--- src/slave_window_params.svh ---
// offsets, field positions, reset values and window constants of the slave window map
`ifndef SLAVE_WINDOW_PARAMS_SVH
`define SLAVE_WINDOW_PARAMS_SVH

// ----------------------------------------------------------------
// register offset within the host i/o block
// ----------------------------------------------------------------
`define MAP_REG_OFFSET      4'h2

// ----------------------------------------------------------------
// field positions of the slave window map register
// ----------------------------------------------------------------
`define OFFSET_MSB          11
`define OFFSET_LSB          8
`define WIDE_EN_BIT         7
`define WIDE_SIZE_MSB       6
`define WIDE_SIZE_LSB       4
`define SHORT_EN_BIT        3
`define SHORT_SIZE_MSB      2
`define SHORT_SIZE_LSB      0

// ----------------------------------------------------------------
// base address field positions in the base address word
// ----------------------------------------------------------------
`define WIDE_BASE_MSB       15
`define WIDE_BASE_LSB       9
`define SHORT_BASE_MSB      7
`define SHORT_BASE_LSB      1

// ----------------------------------------------------------------
// reset values
// ----------------------------------------------------------------
`define OFFSET_RESET        4'h0
`define WIDE_EN_RESET       1'h0
`define SHORT_EN_RESET      1'h0
`define SIZE_RESET          3'h0

// ----------------------------------------------------------------
// short space: top quarter holds the board's own config registers
// ----------------------------------------------------------------
`define CFG_QUARTER         2'h3

`endif

--- src/slave_window_pkg.sv ---
// types shared by the slave window mapping logic
package slave_window_pkg;

    typedef enum logic [1:0]
    {
        SPACE_NONE  = 2'b00,
        SPACE_WIDE  = 2'b01,
        SPACE_SHORT = 2'b10
    } space_type;

    typedef struct packed
    {
        logic [3:0] wide_window_offset;
        logic       wide_window_enable;
        logic [2:0] wide_window_size_code;
        logic       short_window_enable;
        logic [2:0] short_window_size_code;
    } window_map_type;

    typedef struct packed
    {
        logic        valid;
        space_type   space;
        logic [23:0] addr;
    } bus_cycle_type;

    typedef struct packed
    {
        logic        mem_req;
        logic        io_req;
        logic        cfg_hit;
        logic [23:0] addr;
    } host_cycle_type;

    typedef struct packed
    {
        window_map_type map;
        host_cycle_type host;
    } state_type;

endpackage

--- src/slave_window_mapping.sv ---
// slave window mapping register and expansion bus window decode
`timescale 1ns/1ns
`default_nettype none
`include "slave_window_params.svh"

// Notes on behaviour
// - map register at i/o offset 2, write-only
// - byte or word writes, only addressed bytes
// - offset adds to bus address bits 23-20
// - carry out of the offset add dropped
// - hard reset clears the wide offset
// - wide enable lets window cycles reach memory
// - wide disabled answers no wide addresses
// - wide window size two to 24-m
// - short enable lets window cycles reach i/o
// - short disabled answers only config quarter
// - short window size two to 16-n
// - wide base compares top m address bits
// - short base compares top n address bits
module slave_window_mapping
    import slave_window_pkg::*;
#(
    parameter int IO_ADDR_W = 4
)
(
    // clock, reset, enable
    input  wire logic                 clk,
    input  wire logic                 reset,
    input  wire logic                 ce,
    // host i/o write port
    input  wire logic [IO_ADDR_W-1:0] io_addr,
    input  wire logic                 io_wr,
    input  wire logic                 io_be_even,
    input  wire logic                 io_be_odd,
    input  wire logic [15:0]          io_wdata,
    // base address word from the base address register
    input  wire logic [15:0]          slave_base_address_bits,
    // expansion bus cycle in
    input  wire bus_cycle_type        bus_cycle,
    // host bus cycle out
    output var  host_cycle_type       host_cycle,
    // current map, for the rest of the board
    output var  window_map_type       window_map
);

    // ----------------------------------------------------------------
    // elaboration checks
    // ----------------------------------------------------------------
    // field widths as the header places them
    localparam int OFFSET_W = `OFFSET_MSB - `OFFSET_LSB + 1;
    localparam int WSIZE_W  = `WIDE_SIZE_MSB - `WIDE_SIZE_LSB + 1;
    localparam int SSIZE_W  = `SHORT_SIZE_MSB - `SHORT_SIZE_LSB + 1;
    localparam int WBASE_W  = `WIDE_BASE_MSB - `WIDE_BASE_LSB + 1;
    localparam int SBASE_W  = `SHORT_BASE_MSB - `SHORT_BASE_LSB + 1;

    generate
        if (IO_ADDR_W < 2)
        begin : g_bad_width
            $error("IO_ADDR_W too narrow to reach the map register");
        end
        // header and map struct must agree, or lanes land in wrong fields
        if ((OFFSET_W != 4) || (WSIZE_W != 3) || (SSIZE_W != 3))
        begin : g_bad_fields
            $error("map field positions do not match the map struct");
        end
        if ($bits(window_map_type) != (`OFFSET_MSB + 1))
        begin : g_bad_map
            $error("map struct does not fill the stored map bits");
        end
        // the size compare masks a fixed seven-bit base field
        if ((WBASE_W != 7) || (SBASE_W != 7))
        begin : g_bad_base
            $error("base address fields must be seven bits wide");
        end
    endgenerate

    // ----------------------------------------------------------------
    // decode helpers
    // ----------------------------------------------------------------
    // keeps the top 'bits' of a seven-bit base field
    function automatic logic [6:0] top_mask(input logic [2:0] bits);
        top_mask = ~(7'h7f >> bits);
    endfunction

    // address field matches base wherever the mask is set
    function automatic logic base_match(input logic [6:0] addr_f,
                                        input logic [6:0] base_f,
                                        input logic [2:0] bits);
        base_match = ((addr_f ^ base_f) & top_mask(bits)) == 7'h00;
    endfunction

    // a live expansion bus cycle in the given address space
    function automatic logic in_space(input bus_cycle_type cyc,
                                      input space_type     sp);
        in_space = cyc.valid && (cyc.space == sp);
    endfunction

    // ----------------------------------------------------------------
    // state
    // ----------------------------------------------------------------
    state_type state_q;
    state_type state_d;

    logic       map_sel;
    logic       odd_we;
    logic       even_we;
    logic       wide_hit;
    logic       short_hit;
    logic       cfg_quarter;
    logic [3:0] moved_top;
    logic [6:0] wide_base;
    logic [6:0] short_base;

    // base word and bus cycle come from same-clock logic: no synchroniser
    assign wide_base  = slave_base_address_bits[`WIDE_BASE_MSB:`WIDE_BASE_LSB];
    assign short_base = slave_base_address_bits[`SHORT_BASE_MSB:`SHORT_BASE_LSB];

    // ----------------------------------------------------------------
    // register write decode
    // ----------------------------------------------------------------
    // only a write is decoded; reads of this offset get nothing back
    assign map_sel = io_wr && (io_addr == IO_ADDR_W'(`MAP_REG_OFFSET));

    // per-lane strobes: a byte write leaves the other lane untouched
    assign odd_we  = map_sel && io_be_odd;
    assign even_we = map_sel && io_be_even;

    // ----------------------------------------------------------------
    // wide window decode
    // ----------------------------------------------------------------
    always_comb
    begin
        // size code m selects how many top bits take part in the compare
        wide_hit = in_space(bus_cycle, SPACE_WIDE)
                   && state_q.map.wide_window_enable
                   && base_match(bus_cycle.addr[23:17], wide_base,
                                 state_q.map.wide_window_size_code);
        // four-bit sum wraps, so the offset acts as two's complement
        moved_top = bus_cycle.addr[23:20] + state_q.map.wide_window_offset;
    end

    // ----------------------------------------------------------------
    // short window decode
    // ----------------------------------------------------------------
    always_comb
    begin
        cfg_quarter = in_space(bus_cycle, SPACE_SHORT)
                      && (bus_cycle.addr[15:14] == `CFG_QUARTER);
        // config quarter always belongs to the board, never forwarded
        short_hit = in_space(bus_cycle, SPACE_SHORT)
                    && state_q.map.short_window_enable && !cfg_quarter
                    && base_match(bus_cycle.addr[15:9], short_base,
                                  state_q.map.short_window_size_code);
    end

    // ----------------------------------------------------------------
    // next state
    // ----------------------------------------------------------------
    always_comb
    begin
        state_d = state_q;
        if (odd_we)
        begin
            // bits 15-12 are reserved and simply not stored
            state_d.map.wide_window_offset = io_wdata[`OFFSET_MSB:`OFFSET_LSB];
        end
        if (even_we)
        begin
            state_d.map.wide_window_enable     = io_wdata[`WIDE_EN_BIT];
            state_d.map.wide_window_size_code  = io_wdata[`WIDE_SIZE_MSB:`WIDE_SIZE_LSB];
            state_d.map.short_window_enable    = io_wdata[`SHORT_EN_BIT];
            state_d.map.short_window_size_code = io_wdata[`SHORT_SIZE_MSB:`SHORT_SIZE_LSB];
        end
        state_d.host.mem_req = wide_hit;
        state_d.host.io_req  = short_hit;
        state_d.host.cfg_hit = cfg_quarter;
        // misses leave the address at zero and raise no request
        if (wide_hit)
        begin
            state_d.host.addr = {moved_top, bus_cycle.addr[19:0]};
        end
        else if (short_hit)
        begin
            state_d.host.addr = {8'h00, bus_cycle.addr[15:0]};
        end
        else
        begin
            state_d.host.addr = 24'h000000;
        end
    end

    // ----------------------------------------------------------------
    // registers
    // ----------------------------------------------------------------
    // reset acts whatever ce says, so a held-off enable cannot keep old windows
    always_ff @(posedge clk)
    begin
        if (reset)
        begin
            state_q.map.wide_window_offset     <= `OFFSET_RESET;
            state_q.map.wide_window_enable     <= `WIDE_EN_RESET;
            state_q.map.wide_window_size_code  <= `SIZE_RESET;
            state_q.map.short_window_enable    <= `SHORT_EN_RESET;
            state_q.map.short_window_size_code <= `SIZE_RESET;
            state_q.host                       <= '0;
        end
        else if (ce)
        begin
            state_q <= state_d;
        end
    end

    assign host_cycle = state_q.host;
    assign window_map = state_q.map;

endmodule // slave_window_mapping

`default_nettype wire

--- config.mk ---
export PLATFORM = sky130hd
export DESIGN_NAME = slave_window_mapping
export DESIGN_NICKNAME = d
export VERILOG_FILES = /design/src/slave_window_pkg.sv /design/src/slave_window_mapping.sv
export VERILOG_INCLUDE_DIRS = /design/src
export SDC_FILE = /design/constraint.sdc
export NUM_CORES = 1
export LEC_CHECK = 0
export BUFFER_PORTS_ARGS = -buffer_cell sky130_fd_sc_hd__buf_2
export CAP_MARGIN = 10
export CELL_PAD_IN_SITES_DETAIL_PLACEMENT = 1
export CELL_PAD_IN_SITES_GLOBAL_PLACEMENT = 2
export CORE_MARGIN = 10
export CORE_UTILIZATION = 26
export DETAILED_ROUTE_END_ITERATION = 10
export GPL_TIMING_DRIVEN = 0
export PLACE_DENSITY = 0.83
export SETUP_SLACK_MARGIN = 0.2
export SYNTH_ARGS = -nofsm -noshare
export SYNTH_HDL_FRONTEND = slang
export SYNTH_SLANG_ARGS = --single-unit
--- constraint.sdc ---
create_clock -name clk -period 2.6 [get_ports clk]
set_input_delay 0.13 -clock clk [delete_from_list [all_inputs] [get_ports clk]]
set_output_delay 0.13 -clock clk [all_outputs]
set_load 0.005 [all_outputs]
# [Word level (Yosys, flattened, before mapping)]
# Cells that the tools add are included.
[totals] wordCells=40 regBits=39 in_bits=69 out_inout_bits=39
[classes] bitwise=6 mux=2 shifts=2 add_sub_neg=1 n_reduce_logical=16 n_eq_ne=4
[op_table] op="24-bit 2-to-1 mux" n=1
[op_table] op="16-bit 2-to-1 mux" n=1
[op_table] op="7-bit bitwise AND" n=2
[op_table] op="7-bit zero test" n=2
[op_table] op="7-bit NOT" n=2
[op_table] op="7-bit by 3-bit right shift with 7-bit output (first input constant)" n=2
[op_table] op="7-bit bitwise XOR" n=2
[op_table] op="1-bit logical AND" n=11
[op_table] op="4-bit adder" n=1
[op_table] op="2-bit equality test (second input constant)" n=2
[op_table] op="4-bit by 2-bit equality test with 1-bit output (second input constant)" n=1
[op_table] op="2-bit AND reduction" n=2
[op_table] op="2-bit by 1-bit equality test with 1-bit output (second input constant)" n=1
[op_table] op="1-bit zero test" n=1

# [Logic depth before layout (Yosys ltp)]
[depth] word_depth=8 depth_mapped=6 depth_no_buf=6

# [Worst setup path before layout]
# Ideal clock, no wire load.
[synth_timing] kind="register to register" start="register state_q (netlist bit window_map[5])" end="register state_q (netlist bit host_cycle[15])" stages_incl_launch_ff=6 synth_period_minus_slack_ps=1738 path_buffers=0 setup_time_ps=96 required_ps=2504 t_arrival_ps=1643 path_slack_ps=862 path_cell_list="dfxtp_1 > nor3_2 > o22ai_1 > or4_4 > or4_1 > o311ai_1"
[synth_via] elab_chain_len=6
[synth_lines] item="start: declaration" line_no="slave_window_mapping.sv:101" rtl="state_type state_q;"
[synth_lines] item="start signal: assignment" line_no="slave_window_mapping.sv:209" rtl="state_q <= state_d;"
[synth_lines] item="7-bit by 3-bit right shift with 7-bit output" line_no="slave_window_mapping.sv:82" rtl="top_mask = ~(7'h7f >> bits);"
[synth_lines] item="7-bit NOT" line_no="slave_window_mapping.sv:82"
[synth_lines] item="7-bit bitwise AND" line_no="slave_window_mapping.sv:89" rtl="base_match = ((addr_f ^ base_f) & top_mask(bits)) == 7'h00;"
[synth_lines] item="7-bit zero test" line_no="slave_window_mapping.sv:89"
[synth_lines] item="1-bit logical AND" line_no="slave_window_mapping.sv:136" rtl="&& base_match(bus_cycle.addr[23:17], wide_base,"
[synth_lines] item="24-bit 2-to-1 mux" line_no="slave_window_mapping.sv:178" rtl="if (wide_hit)"
# Every way passes these cells.
# A chain may end at the register's enable or synchronous reset.

# [Worst setup path in the final report]
[layout_timing] start="register state_q (netlist bit window_map[5])" end="register state_q (netlist bit host_cycle[7])"
# The elaborated chain is that of the path after synthesis.

==> summary.md <==
| Metric | Value |
|---|---|
| Hold_buf cts | `0` |
| Cell Area, Synth | `0.00200 mm²` |
| Max incr delay on CP | `0.49 ns` |
| Syn Area/Cell | `9.21 µm²` |
| Antenna diodes | `0` |
| Detailed placement HPWL | `6230 µm` |
| Yosys warns | `0` |
| Final setup fails | `0` |
| DIE WIDTH | `108 µm` |
| Unique masters post-synth | `39` |
| CTS root buf | `clkbuf_8` |
| Core Region | `0.00737 mm²` |
| Yosys top cell by area | `dfxtp_1` |
| CTS resizes | `0` |
| Final hold viol count | `0` |
| Worst vdd ir | `0.000195 V` |
| Async SR Flop Fraction | `0` |
| Top delay family on crit path | `simple AND/OR/NAND/NOR gates` |
| Critical-path cell list | `a21oi_1 -> o22ai_1 -> nor4_1 -> clkbuf_1 -> nand3_1 -> o311ai_0` |
| DRC Markers | `0` |
| I/O pin total | `108` |
| Worst slew pin tran | `0.831 ns` |
| Number of flops mapped to enable cells by yosys | `0` |
| Post-Syn Nets | `290` |
| Initial DRT Pass Iterations | `4` |
| Worst endpoint required time | `2.78 ns` |
| Number of buffers and inverters on the critical path | `1` |
| Post-DRT Antenna Nets | `0` |
| Max-Cap Viols | `0` |
| Largest net degree at the start of global routing | `12` |
| Die height | `108 µm` |
| Worst Path Max Fanout | `10` |
| Crit Path Class | `flop to flop` |
| Clk pin slew, worst setup/hold paths | `0.08 ns` |
| Maximum buffer depth of the clock tree | `2` |
| Leading register cell type out of synthesis | `dfxtp_1` |
| Post-synth top area share | `0.391` |
| Share of cells above drive strength 1 | `0.353` |
| Via density | `4.81` |
| Initial antenna violation count | `0` |
| Crit path launch type | `flop` |
| TritonCTS clock tree | `built` |
| Setup Buffers After CTS | `0` |
| Outcome | `completed` |
| Fmax | `518 MHz` |
| Area delta synth->final | `36.5%` |
| Top-count cell post-synth | `dfxtp_1` |
| Tcrit/Tclk final | `0.743` |
| TritonCTS Buffers | `5` |
| Fin nets | `398` |
| Total number of placement rows | `31` |
| Final Skew | `0.00641 ns` |
| RSZ-0062 raised after global routing | `false` |
| Final Max Tran Viols | `0` |
| Min cycle time layout | `1.93 ns` |
| Detailed-route via count | `2045` |
| Initial Util | `0.271` |
| Sequential share of the synthesized area | `0.391` |
| Pleak | `1.29 nW` |
| GPL Wtd Cong | `0.748` |
| Worst path slowest cell | `clkbuf_1` |
| Crit path DAT | `2.11 ns` |
| Crit end category | `flop` |
| Wire length of the first global-routing pass | `12100 µm` |
| Vias in the first global route | `2303` |
| Die area | `0.0116 mm²` |
| Most frequent cells after synthesis | `dfxtp_1 (39), nor2_1 (19), inv_1 (18)` |
| Total grt overflow | `0` |
| Drt wl/cell | `17.7 µm` |
| Power, Total | `1.18 mW` |
| Routed WL | `7530 µm` |
| Worst rel slew slack | `0.443` |
| Synth top area cells | `dfxtp_1 (39%), mux2i_1 (6.0%), xor2_1 (4.4%), o311ai_0 (3.9%), nor2_1 (3.6%)` |
| HP Class | `input pin to flop` |
| Clk sinks | `39` |
| Clk_lat worst skew | `0.29 ns` |
| Setup total negative slack | `0 ns` |
| Power per Cell Area | `434 mW/mm²` |
| Port buffer count | `101` |
| Mapped Cells | `217` |
| Initial drt markers | `52` |
| GRT Total Usage | `0.131` |
| Clock H-tree levels | `2` |
| Yosys reg bits | `39` |
## worst register-to-register path: stages, from the launching register on
cell	delay, ns
dfxtp_1	0.39
a21oi_1	0.18
o22ai_1	0.12
nor4_1	0.38
clkbuf_1	0.49
nand3_1	0.14
o311ai_0	0.12
## cells in the final DEF (no fill, tap or decap), types with 2 or more instances in the layout
| cell | n |
|---|---|
| clkbuf_1 | 7 |
| ha_1 | 3 |
| xor2_1 | 10 |
| nand2_1 | 14 |
| or4_1 | 7 |
| o311ai_1 | 7 |
| nand3_1 | 9 |
| buf_2 | 101 |
| nor2_1 | 19 |
| o311ai_0 | 9 |
| nand4_1 | 10 |
| clkbuf_8 | 7 |
| dlygate4sd1_1 | 2 |
| a21oi_1 | 5 |
| a22o_1 | 7 |
| xnor2_1 | 7 |
| mux2i_1 | 12 |
| o211ai_1 | 3 |
| inv_1 | 18 |
| nor2b_1 | 9 |
| a32oi_1 | 2 |
| dfxtp_1 | 39 |
## logic make-up after synthesis
group | Yosys count | share of synthesized area
XOR/XNOR | 17 | 0.0745
flip-flops | 39 | 0.391
AND/OR/NAND/NOR | 76 | 0.210
multiplexers | 12 | 0.0601
buffers and inverters | 27 | 0.0557
adder cells (fa/ha/maj) | 4 | 0.0288
AO/OA/AOI/OAI | 42 | 0.180
## worst paths after layout
path,end,from,slack (ns),cells past startpoint
min reg2reg,host_cycle[25],host_cycle[25],0.48,2
max reg2reg,host_cycle[7],window_map[5],0.67,6
min,host_cycle[16],bus_cycle[16],0.06,2
max,host_cycle[7],window_map[5],0.67,6
## per-stage QoR
stage	hold slack [ns]	setup slack, ns	util	cells	instance area, µm²
floorplan	0.256	0.862	-	217	2000
global placement	0.340	0.716	0.357	417	2630
detailed placement	0.351	0.658	0.357	417	2630
CTS	0.0489	0.646	0.370	425	2730
global route	0.0487	0.403	0.370	425	2730
finish	0.0591	0.669	0.370	425	2730
## cell type report
class                   instances  area (µm²)
plain buffers                   9        43.8
clock buffers                   8         100
fillers                       932        4640
inverters                      18        67.6
multi-input cells             151        1110
flip-flops and latches         39         781
well taps                      99         124
repair buffers                101         505
## power by group
group | total [mW] | switching [mW] | internal (mW)
Sequential | 0.599 | 0.00120 | 0.598
Clock | 0.455 | 0.212 | 0.242
Combinational | 0.130 | 0.0704 | 0.0598
## flip-flops by register name, summed over array words and instances (netlist names)
signal and flops:
host_cycle 27, window_map 12
## metal layers
layer / part of all wire / up-vias / track usage / wire (µm)
li1: - / 1016 / - / -
met1: 0.41 / 971 / 0.143 / 3120
met2: 0.52 / 52 / 0.238 / 3910
met3: 0.055 / 6 / 0.0377 / 418
met4: 0.011 / 0 / 0.0391 / 83
met5: 0 / - / 0 / 0
No activity file was read; power rests on OpenSTA's default activity.
